--- src/pkg/motor_start_stall_pkg.sv ---
// constants, register map and states of the motor start/stall monitor
package motor_start_stall_pkg;
    // time base: one tick per millisecond at a 4 ns clock
    localparam int          CLK_PERIOD_NS   = 4;
    localparam int          TICK_PERIOD_NS  = 1000000;
    localparam int          TICK_CYCLES     = TICK_PERIOD_NS / CLK_PERIOD_NS;
    localparam int          START_WINDOW_MS = 10;
    localparam logic [3:0]  WINDOW_TICKS    = 4'(START_WINDOW_MS);

    // register byte offsets
    localparam int          ADDR_W          = 6;
    localparam logic [5:0]  REG_CTRL        = 6'h00;
    localparam logic [5:0]  REG_START_TIME  = 6'h04;
    localparam logic [5:0]  REG_HOT_STALL   = 6'h08;
    localparam logic [5:0]  REG_COLD_STALL  = 6'h0c;
    localparam logic [5:0]  REG_CUR_LIMITS  = 6'h10;
    localparam logic [5:0]  REG_NOM_CURRENT = 6'h14;
    localparam logic [5:0]  REG_STATUS      = 6'h18;
    localparam logic [5:0]  REG_IRQ_STATUS  = 6'h1c;
    localparam logic [5:0]  REG_IRQ_MASK    = 6'h20;
    localparam logic [5:0]  REG_ELAPSED     = 6'h24;

    // control bits
    localparam int          CTRL_I2T        = 0;
    localparam int          CTRL_AUTO       = 1;
    localparam int          CTRL_SPEED_USE  = 2;
    localparam int          CTRL_STALL_EN   = 3;
    localparam int          CTRL_JAM_TRIP   = 4;
    localparam int          CTRL_STALL_TRIP = 5;
    localparam int          CTRL_W          = 6;

    // reset values (times in ms, currents in the same units as phase_current)
    localparam logic [5:0]  CTRL_RST        = 6'h00;
    localparam logic [15:0] START_TIME_RST  = 16'h2710;
    localparam logic [15:0] HOT_STALL_RST   = 16'h1388;
    localparam logic [15:0] COLD_STALL_RST  = 16'h2710;
    localparam logic [15:0] NO_LOAD_RST     = 16'h0002;
    localparam logic [15:0] START_DET_RST   = 16'h000f;
    localparam logic [15:0] NOM_CURRENT_RST = 16'h003c;

    // interrupt event bits
    localparam int          EV_START        = 0;
    localparam int          EV_DONE         = 1;
    localparam int          EV_TRIP         = 2;
    localparam int          EV_STALL        = 3;
    localparam int          EV_W            = 4;

    // bus responses
    localparam logic [1:0]  RESP_OKAY       = 2'h0;
    localparam logic [1:0]  RESP_DECERR     = 2'h3;

    typedef enum logic [5:0] {
        ST_IDLE   = 6'h01,
        ST_WINDOW = 6'h02,
        ST_START  = 6'h04,
        ST_RUN    = 6'h08,
        ST_STALL  = 6'h10,
        ST_TRIP   = 6'h20
    } mon_state_t;
endpackage : motor_start_stall_pkg

--- src/motor_start_stall_monitor.sv ---
// motor start / locked rotor supervision with AXI4-Lite registers
`timescale 1ns/1ps
module motor_start_stall_monitor
    import motor_start_stall_pkg::*;
#(
    parameter int TICK_LEN = TICK_CYCLES
) (
    // clock and reset
    input  wire logic              aclk,
    input  wire logic              aresetn,
    // axi4-lite write
    input  wire logic [ADDR_W-1:0] awaddr,
    input  wire logic              awvalid,
    output logic                   awready,
    input  wire logic [31:0]       wdata,
    input  wire logic [3:0]        wstrb,
    input  wire logic              wvalid,
    output logic                   wready,
    output logic [1:0]             bresp,
    output logic                   bvalid,
    input  wire logic              bready,
    // axi4-lite read
    input  wire logic [ADDR_W-1:0] araddr,
    input  wire logic              arvalid,
    output logic                   arready,
    output logic [31:0]            rdata,
    output logic [1:0]             rresp,
    output logic                   rvalid,
    input  wire logic              rready,
    // motor measurements and thermal status
    input  wire logic [15:0]       phase_current,
    input  wire logic              speed_switch,
    input  wire logic              thermal_active,
    input  wire logic              thermal_auto_times,
    input  wire logic              thermal_status_valid,
    input  wire logic              thermal_hot,
    // breaker and indications
    output logic                   trip,
    output logic                   mechanical_jam,
    output logic                   motor_stalled,
    output logic                   irq
);
    function automatic logic reg_mapped(input logic [ADDR_W-1:0] a);
        case (a)
            REG_CTRL, REG_START_TIME, REG_HOT_STALL, REG_COLD_STALL,
            REG_CUR_LIMITS, REG_NOM_CURRENT, REG_STATUS,
            REG_IRQ_STATUS, REG_IRQ_MASK, REG_ELAPSED: return 1'b1;
            default: return 1'b0;
        endcase
    endfunction : reg_mapped

    function automatic logic [31:0] merge(input logic [31:0] old,
                                          input logic [31:0] d,
                                          input logic [3:0]  s);
        logic [31:0] m;
        m = {{8{s[3]}}, {8{s[2]}}, {8{s[1]}}, {8{s[0]}}};
        return (old & ~m) | (d & m);
    endfunction : merge

    logic [ADDR_W-1:0] wr_addr;
    logic [31:0]       wr_data;
    logic [3:0]        wr_strb;
    logic              aw_got;
    logic              w_got;
    logic              do_write;
    logic [CTRL_W-1:0] ctrl;
    logic [15:0]       start_time;
    logic [15:0]       hot_time;
    logic [15:0]       cold_time;
    logic [15:0]       no_load;
    logic [15:0]       start_det;
    logic [15:0]       nom_current;
    logic [EV_W-1:0]   irq_status;
    logic [EV_W-1:0]   irq_mask;
    logic [EV_W-1:0]   events;
    logic              sw_meta;
    logic              sw_sync;
    logic              tick;
    mon_state_t        state;
    mon_state_t        next_state;
    logic [3:0]        win_cnt;
    logic [15:0]       elapsed;
    logic [47:0]       acc;
    logic              cause_start;

    ms_tick_gen #(.TICK_CYCLES(TICK_LEN)) u_tick (
        .aclk    (aclk),
        .aresetn (aresetn),
        .tick    (tick)
    );

    // speed switch pin synchroniser
    always_ff @(posedge aclk) begin
        if (!aresetn) begin
            sw_meta <= 1'b0;
            sw_sync <= 1'b0;
        end else begin
            sw_meta <= speed_switch;
            sw_sync <= sw_meta;
        end
    end

    // write channel: address and data taken in either order
    assign do_write = aw_got & w_got & ~bvalid;
    always_ff @(posedge aclk) begin
        if (!aresetn) begin
            aw_got  <= 1'b0;
            w_got   <= 1'b0;
            awready <= 1'b0;
            wready  <= 1'b0;
            bvalid  <= 1'b0;
            bresp   <= RESP_OKAY;
            wr_addr <= '0;
            wr_data <= '0;
            wr_strb <= '0;
        end else begin
            awready <= ~aw_got & ~(awvalid & awready) & ~bvalid;
            wready  <= ~w_got & ~(wvalid & wready) & ~bvalid;
            if (awvalid && awready) begin
                aw_got  <= 1'b1;
                wr_addr <= awaddr;
            end
            if (wvalid && wready) begin
                w_got   <= 1'b1;
                wr_data <= wdata;
                wr_strb <= wstrb;
            end
            if (do_write) begin
                bvalid <= 1'b1;
                bresp  <= reg_mapped(wr_addr) ? RESP_OKAY : RESP_DECERR;
            end else if (bvalid && bready) begin
                bvalid <= 1'b0;
                aw_got <= 1'b0;
                w_got  <= 1'b0;
            end
        end
    end

    // settings registers
    always_ff @(posedge aclk) begin
        if (!aresetn) begin
            ctrl        <= CTRL_RST;
            start_time  <= START_TIME_RST;
            hot_time    <= HOT_STALL_RST;
            cold_time   <= COLD_STALL_RST;
            no_load     <= NO_LOAD_RST;
            start_det   <= START_DET_RST;
            nom_current <= NOM_CURRENT_RST;
            irq_mask    <= '0;
        end else if (do_write) begin
            case (wr_addr)
                REG_CTRL: ctrl <= CTRL_W'(merge(32'(ctrl), wr_data,
                                                 wr_strb));
                REG_START_TIME: start_time <= 16'(merge(32'(start_time),
                                                wr_data, wr_strb));
                REG_HOT_STALL: hot_time <= 16'(merge(32'(hot_time),
                                               wr_data, wr_strb));
                REG_COLD_STALL: cold_time <= 16'(merge(32'(cold_time),
                                                wr_data, wr_strb));
                REG_CUR_LIMITS: {start_det, no_load} <= merge(
                                    {start_det, no_load}, wr_data, wr_strb);
                REG_NOM_CURRENT: nom_current <= 16'(merge(
                                     32'(nom_current), wr_data, wr_strb));
                REG_IRQ_MASK: irq_mask <= EV_W'(merge(32'(irq_mask),
                                              wr_data, wr_strb));
                default: ;
            endcase
        end
    end

    // supervision datapath
    logic        above_nl;
    logic        above_sd;
    logic        auto_use;
    logic [15:0] stall_time;
    logic [15:0] max_time;
    logic [31:0] nom_sq;
    logic [31:0] cur_sq;
    logic [47:0] i2t_limit;
    logic        over_limit;
    logic        rotating;
    logic        safe_over;
    logic        trip_now;

    assign above_nl   = phase_current > no_load;
    assign above_sd   = phase_current > start_det;
    assign auto_use   = ctrl[CTRL_AUTO] & thermal_active
                      & thermal_auto_times & thermal_status_valid;
    assign stall_time = thermal_hot ? hot_time : cold_time;
    assign max_time   = auto_use ? stall_time : start_time;
    assign nom_sq     = 32'(nom_current) * 32'(nom_current);
    assign cur_sq     = 32'(phase_current) * 32'(phase_current);
    assign i2t_limit  = 48'(nom_sq) * 48'(max_time);
    assign over_limit = ctrl[CTRL_I2T] ? (acc > i2t_limit)
                                       : (elapsed >= max_time);
    assign rotating   = ctrl[CTRL_SPEED_USE] & sw_sync;
    assign safe_over  = elapsed >= stall_time;
    assign trip_now   = rotating ? safe_over : over_limit;

    // next-state decode
    always_comb begin
        next_state = state;
        case (state)
            ST_IDLE:
                if (above_sd) next_state = ST_START;
                else if (above_nl) next_state = ST_WINDOW;
            ST_WINDOW:
                if (above_sd) next_state = ST_START;
                else if (!above_nl) next_state = ST_IDLE;
                else if (win_cnt >= WINDOW_TICKS) next_state = ST_RUN;
            ST_START:
                if (trip_now) next_state = ST_TRIP;
                else if (!above_sd) next_state = ST_RUN;
            ST_RUN:
                if (!above_nl) next_state = ST_IDLE;
                else if (ctrl[CTRL_STALL_EN] && above_sd)
                    next_state = ST_STALL;
            ST_STALL:
                if (trip_now) next_state = ST_TRIP;
                else if (!above_sd) next_state = ST_RUN;
            ST_TRIP:
                if (!above_nl) next_state = ST_IDLE;
            default: next_state = ST_IDLE;
        endcase
    end

    // state register
    always_ff @(posedge aclk) begin
        if (!aresetn) state <= ST_IDLE;
        else state <= next_state;
    end

    // start window, elapsed time and I2t accumulator
    always_ff @(posedge aclk) begin
        if (!aresetn) begin
            win_cnt <= '0;
            elapsed <= '0;
            acc     <= '0;
        end else begin
            win_cnt <= (state != ST_WINDOW) ? 4'h0 : win_cnt + 4'(tick);
            if ((next_state == ST_START && state != ST_START) ||
                (next_state == ST_STALL && state != ST_STALL)) begin
                elapsed <= '0;
                acc     <= '0;
            end else if (tick && (state == ST_START ||
                                  state == ST_STALL)) begin
                if (elapsed != '1) elapsed <= elapsed + 16'h0001;
                acc <= acc + 48'(cur_sq);
            end
        end
    end

    // trip cause and jam / stalled indications
    always_ff @(posedge aclk) begin
        if (!aresetn) begin
            cause_start    <= 1'b0;
            mechanical_jam <= 1'b0;
            motor_stalled  <= 1'b0;
            trip           <= 1'b0;
        end else begin
            if (state == ST_START && next_state == ST_TRIP)
                cause_start <= 1'b1;
            else if (state == ST_STALL && next_state == ST_TRIP) begin
                motor_stalled  <= 1'b1;
                mechanical_jam <= ctrl[CTRL_SPEED_USE] & ~sw_sync;
            end else if (next_state == ST_IDLE) begin
                cause_start    <= 1'b0;
                motor_stalled  <= 1'b0;
                mechanical_jam <= 1'b0;
            end
            trip <= (state == ST_TRIP) & (cause_start
                    | (mechanical_jam & ctrl[CTRL_JAM_TRIP])
                    | (motor_stalled & ctrl[CTRL_STALL_TRIP]));
        end
    end

    // sticky interrupt status, set wins over write-one-to-clear
    assign events[EV_START] = next_state == ST_START && state != ST_START;
    assign events[EV_DONE]  = state == ST_START && next_state == ST_RUN;
    assign events[EV_TRIP]  = next_state == ST_TRIP && state != ST_TRIP;
    assign events[EV_STALL] = next_state == ST_STALL && state != ST_STALL;
    always_ff @(posedge aclk) begin
        if (!aresetn) begin
            irq_status <= '0;
            irq        <= 1'b0;
        end else begin
            if (do_write && wr_addr == REG_IRQ_STATUS)
                irq_status <= (irq_status & ~EV_W'(merge(32'h0, wr_data,
                              wr_strb))) | events;
            else
                irq_status <= irq_status | events;
            irq <= |(irq_status & irq_mask);
        end
    end

    // read channel
    always_ff @(posedge aclk) begin
        if (!aresetn) begin
            arready <= 1'b0;
            rvalid  <= 1'b0;
            rdata   <= '0;
            rresp   <= RESP_OKAY;
        end else begin
            arready <= ~rvalid & ~(arvalid & arready);
            if (arvalid && arready) begin
                rvalid <= 1'b1;
                rresp  <= reg_mapped(araddr) ? RESP_OKAY : RESP_DECERR;
                case (araddr)
                    REG_CTRL:        rdata <= 32'(ctrl);
                    REG_START_TIME:  rdata <= 32'(start_time);
                    REG_HOT_STALL:   rdata <= 32'(hot_time);
                    REG_COLD_STALL:  rdata <= 32'(cold_time);
                    REG_CUR_LIMITS:  rdata <= {start_det, no_load};
                    REG_NOM_CURRENT: rdata <= 32'(nom_current);
                    REG_STATUS:      rdata <= 32'({auto_use, sw_sync,
                                                    trip, state});
                    REG_IRQ_STATUS:  rdata <= 32'(irq_status);
                    REG_IRQ_MASK:    rdata <= 32'(irq_mask);
                    REG_ELAPSED:     rdata <= 32'(elapsed);
                    default:         rdata <= 32'h0;
                endcase
            end else if (rvalid && rready) begin
                rvalid <= 1'b0;
            end
        end
    end
endmodule : motor_start_stall_monitor

--- src/ms_tick_gen.sv ---
// millisecond tick generator for the supervision timers
`timescale 1ns/1ps
module ms_tick_gen #(
    parameter int TICK_CYCLES = 250000
) (
    // clock and reset
    input  wire logic aclk,
    input  wire logic aresetn,
    // one-cycle tick
    output logic      tick
);
    localparam int CW = $clog2(TICK_CYCLES);
    localparam logic [CW-1:0] LAST = CW'(TICK_CYCLES - 1);

    logic [CW-1:0] count;

    // free-running divider, tick on wrap
    always_ff @(posedge aclk) begin
        if (!aresetn) begin
            count <= '0;
            tick  <= 1'b0;
        end else if (count == LAST) begin
            count <= '0;
            tick  <= 1'b1;
        end else begin
            count <= count + 1'b1;
            tick  <= 1'b0;
        end
    end
endmodule : ms_tick_gen
--- config.mk ---
export PLATFORM = sky130hd
export DESIGN_NAME = motor_start_stall_monitor
export DESIGN_NICKNAME = d
export VERILOG_FILES = /design/src/pkg/motor_start_stall_pkg.sv /design/src/motor_start_stall_monitor.sv /design/src/ms_tick_gen.sv
export SDC_FILE = /design/constraint.sdc
export NUM_CORES = 2
export LEC_CHECK = 0
export ABC_CLOCK_PERIOD_IN_PS = 24000
export BUFFER_PORTS_ARGS = -buffer_cell sky130_fd_sc_hd__buf_2
export CAP_MARGIN = 20
export CORE_MARGIN = 2
export CORE_UTILIZATION = 55
export CTS_CLUSTER_DIAMETER = 40
export DETAILED_ROUTE_END_ITERATION = 6
export GPL_TIMING_DRIVEN = 1
export PLACE_DENSITY = 0.68
export SYNTH_ARGS = -nofsm -noshare
export SYNTH_HDL_FRONTEND = slang
export SYNTH_SLANG_ARGS = --single-unit
--- constraint.sdc ---
create_clock -name aclk -period 24 [get_ports aclk]
set_input_delay 0 -clock aclk [delete_from_list [all_inputs] [get_ports aclk]]
set_output_delay 0 -clock aclk [all_outputs]
set_load 0.005 [all_outputs]
==> impl_metrics.tcl <==
set metrics [dict create \
    status "completed" \
    worstHoldPathType "primary input to flip-flop" \
    crit_buf_inv 6 \
    synth_async_sr_flop_share_pct 0 \
    yosys.area.top_type_share_pct 32.8 \
    vias_per_cell 5.68 \
    worst_ep_arrival_time_ns 15.23 \
    initialDrtViolationCount 3010 \
    diodes 0 \
    detail-route-antenna-nets 0 \
    static-leakage-power_uw 0.0248 \
    synthesis.area_sq_mm 0.0463 \
    placementRows 106 \
    crit_cells 46 \
    yosysMostFrequentCell "sky130_fd_sc_hd__inv_1" \
    yosysSeqAreaShare_pct 12.7 \
    timing.slew.headroom_pct 22.8 \
    design.final.nets 6753 \
    worst_pin_slew_ns 1.15 \
    maximum_number_of_pins_on_one_net_before_global_route_repair 90 \
    power.density_cell_area_mw_per_mm2 50.5 \
    ys_ff_latch 293 \
    fmax_mhz 67.6 \
    clk_pin_slew_ns 0.06 \
    setup.worst_path.class "flip-flop to flip-flop" \
    dp.final_hpwl_microns 103000 \
    worst-endpoint-required_ns 24.44 \
    pin_count 121 \
    sort_of_element_at_the_start_of_the_critical_path "flip-flop" \
    ctsHtreeMaxLevel 2 \
    wire_per_inst_microns 19.8 \
    route.vias.total 37397 \
    worstSetupEndpointType "flip-flop" \
    initial_utilization_pct 55.5 \
    post_route_cells_drive_above_1_share_pct 6.02 \
    timing.final.setup_violations 0 \
    r2r_end "state[2]" \
    finalCritPeriodShare_pct 61.6 \
    total_wire_length_microns 130000 \
    postSynthNetCount 6673 \
    netlist_instances 5390 \
    die_y_microns 294 \
    number_of_inserted_filler_cells_in_the_final_layout 7382 \
    fp.coreArea_sq_mm 0.0834 \
    setup_tns_ns 0 \
    buffer_ports.inserted 120 \
    synthTopCellsByArea "sky130_fd_sc_hd__fa_1, sky130_fd_sc_hd__dfxtp_1, sky130_fd_sc_hd__ha_1" \
    area_delta_synth_final_pct 8.23 \
    overflow 0 \
    crit_top_cell "sky130_fd_sc_hd__fa_1" \
    drc 0 \
    timing.critical_path.slowest_cell_delay_ns 0.89 \
    cts_made_buffers 41 \
    cts_sinks 293 \
    yosys-top-cells-count "sky130_fd_sc_hd__inv_1, sky130_fd_sc_hd__fa_1, sky130_fd_sc_hd__nand2_1" \
    cp_top_family "adder cells" \
    netlist-cell-type-count 100 \
    synth_area_leader "sky130_fd_sc_hd__fa_1" \
    clk-insertion-delay-late_ns 0.58 \
    crit_path_max_fanout 22 \
    post_cts.repair.setup_buffers 0 \
    final_core_utilization_pct 60.0 \
    floorplan.die.width_microns 294 \
    reg2regPathDepth 46 \
    commonest_register_cell_after_synthesis "sky130_fd_sc_hd__dfxtp_1" \
    routability_driven_placement_congestion_ratio 0.948 \
    clock_tree.buffer_depth 3 \
    synth-warning-count 0 \
    grt_pass1_vias 38460 \
    worst_path_max_delay_cell "sky130_fd_sc_hd__dfxtp_1" \
    postSynthAreaPerCell_sq_um 8.58 \
    die_area_sq_mm 0.0864 \
    grt_first_pass_wirelength_microns 209000 \
    timing.final.crit_period_ns 14.79 \
    grt.total_usage_pct 31.0 \
    timing.reg2reg.setup_slack_ns 9.21 \
    final-max-slew-violation-count 0 \
    finalHoldViolCount 0 \
    ir_worst_vdd_v 0.000150 \
    cts_tree "done" \
    clock_skew_ns 0.0468 \
    antenna_found_initial 3 \
    max_cap_violations 0 \
    detailedRoute.firstPassIterationCount 6 \
    synth_enable_flop_cells 0 \
    root_buffer_cell "sky130_fd_sc_hd__clkbuf_16" \
    worst_setup_path_endpoint "state[2]" \
    setup_repair_after_global_routing_missed_its_margin "no" \
]
==> layout by cell type, fill, tap and decap left out, drive strengths merged, types with 23 or more instances in the layout <==
master       netlist  final
mux2i             85     85
clkbuf           203     51
buf               14    185
nor2             346    346
fa               757    757
a21boi            84     84
xor2              67     67
dlygate4sd3        0     69
clkinv             8     23
nand2            753    753
xnor2             87     87
nor3              32     32
nor2b             83     83
ha               450    450
nand2b            39     39
a21o              90     90
o21ai            124    124
nand3            103    103
a21oi            182    182
inv             1036   1040
and2             137    137
dfxtp            293    293
nand4             45     45
a211oi            28     28
==> stage by stage <==
stage	hold WS [ns]	setup slack (ns)	std cells	area [sq um]	total power, uW
5_1_grt	0.0519	8.36	6582	50100	2770
2_1_floorplan	0.127	10.96	5390	46300	1610
6_report	0.0225	9.21	6582	50100	2530
3_3_place_gp	0.252	9.78	6437	48000	1870
4_1_cts	0.0197	9.30	6582	50100	2520
3_5_place_dp	0.260	9.39	6438	48000	1890
==> layout make-up <==
class / instances / area, sq um / area share (%)
clock buffer: 51 / 1110 / 2.22
sequential: 293 / 5870 / 11.7
multi-input combinational: 3836 / 35800 / 71.4
clock inverter: 24 / 282 / 0.562
inverter: 1044 / 3920 / 7.83
timing repair buffer: 254 / 1780 / 3.56
tap: 1080 / 1350 / 2.70
==> what timing repair did <==
| action | CTS | global route |
|---|---|---|
| gates resized for setup | 0 | 0 |
| endpoints found under the hold margin | 79 | 0 |
| hold buffers | 69 | 0 |
| setup endpoints to repair | 0 | 0 |
==> worst reg2reg max path, delay by kind of cell, from the launching register on <==
family | cells | cell delay [ns]
AO/OA/AOI/OAI | 16 | 4.24
adder cells (fa/ha/maj) | 15 | 7.13
flip-flops | 1 | 0.89
AND/OR/NAND/NOR | 7 | 1.45
buffers and inverters | 6 | 0.29
XOR/XNOR | 2 | 0.63
==> kinds of logic after synthesis <==
| family | after synthesis | share of synthesized area, % |
|---|---|---|
| buffers and inverters | 1261 | 10.3 |
| xor gates and xnor gates | 154 | 2.93 |
| adders and majority gates | 1207 | 44.9 |
| DFF | 293 | 12.7 |
| and+or+nand+nor | 1652 | 16.4 |
| muxes | 101 | 2.28 |
| AOI/OAI and AO/OA | 722 | 10.5 |
==> power by group <==
part / switching (uW) / leakage [uW] / total, uW / internal, uW
sequential: 9.41 / 0.00237 / 502 / 493
clock: 246 / 0.000685 / 615 / 368
combinational: 825 / 0.0217 / 1410 / 586
==> layer usage <==
layer  up-vias  track usage (%)  share of wire, %
li1      17173                -                 -
met1     18470             41.9                42
met2      1437             50.6                46
met3       317             4.68               7.6
met4         0             11.0               4.1
met5         -                0                 0
==> worst min-delay path by stage <==
stage	slack (ns)	startpoint	cells after the start	endpoint
after floorplan	0.13	speed_switch	1	sw_meta
after global placement	0.25	wdata[3]	3	wr_data[3]
after detailed placement	0.26	wdata[4]	3	wr_data[4]
after CTS	0.02	wvalid	5	wr_data[27]
after global routing	0.05	wvalid	5	wr_data[21]
final	0.02	wvalid	5	wr_data[19]
Power figures use the tool's default switching activity.
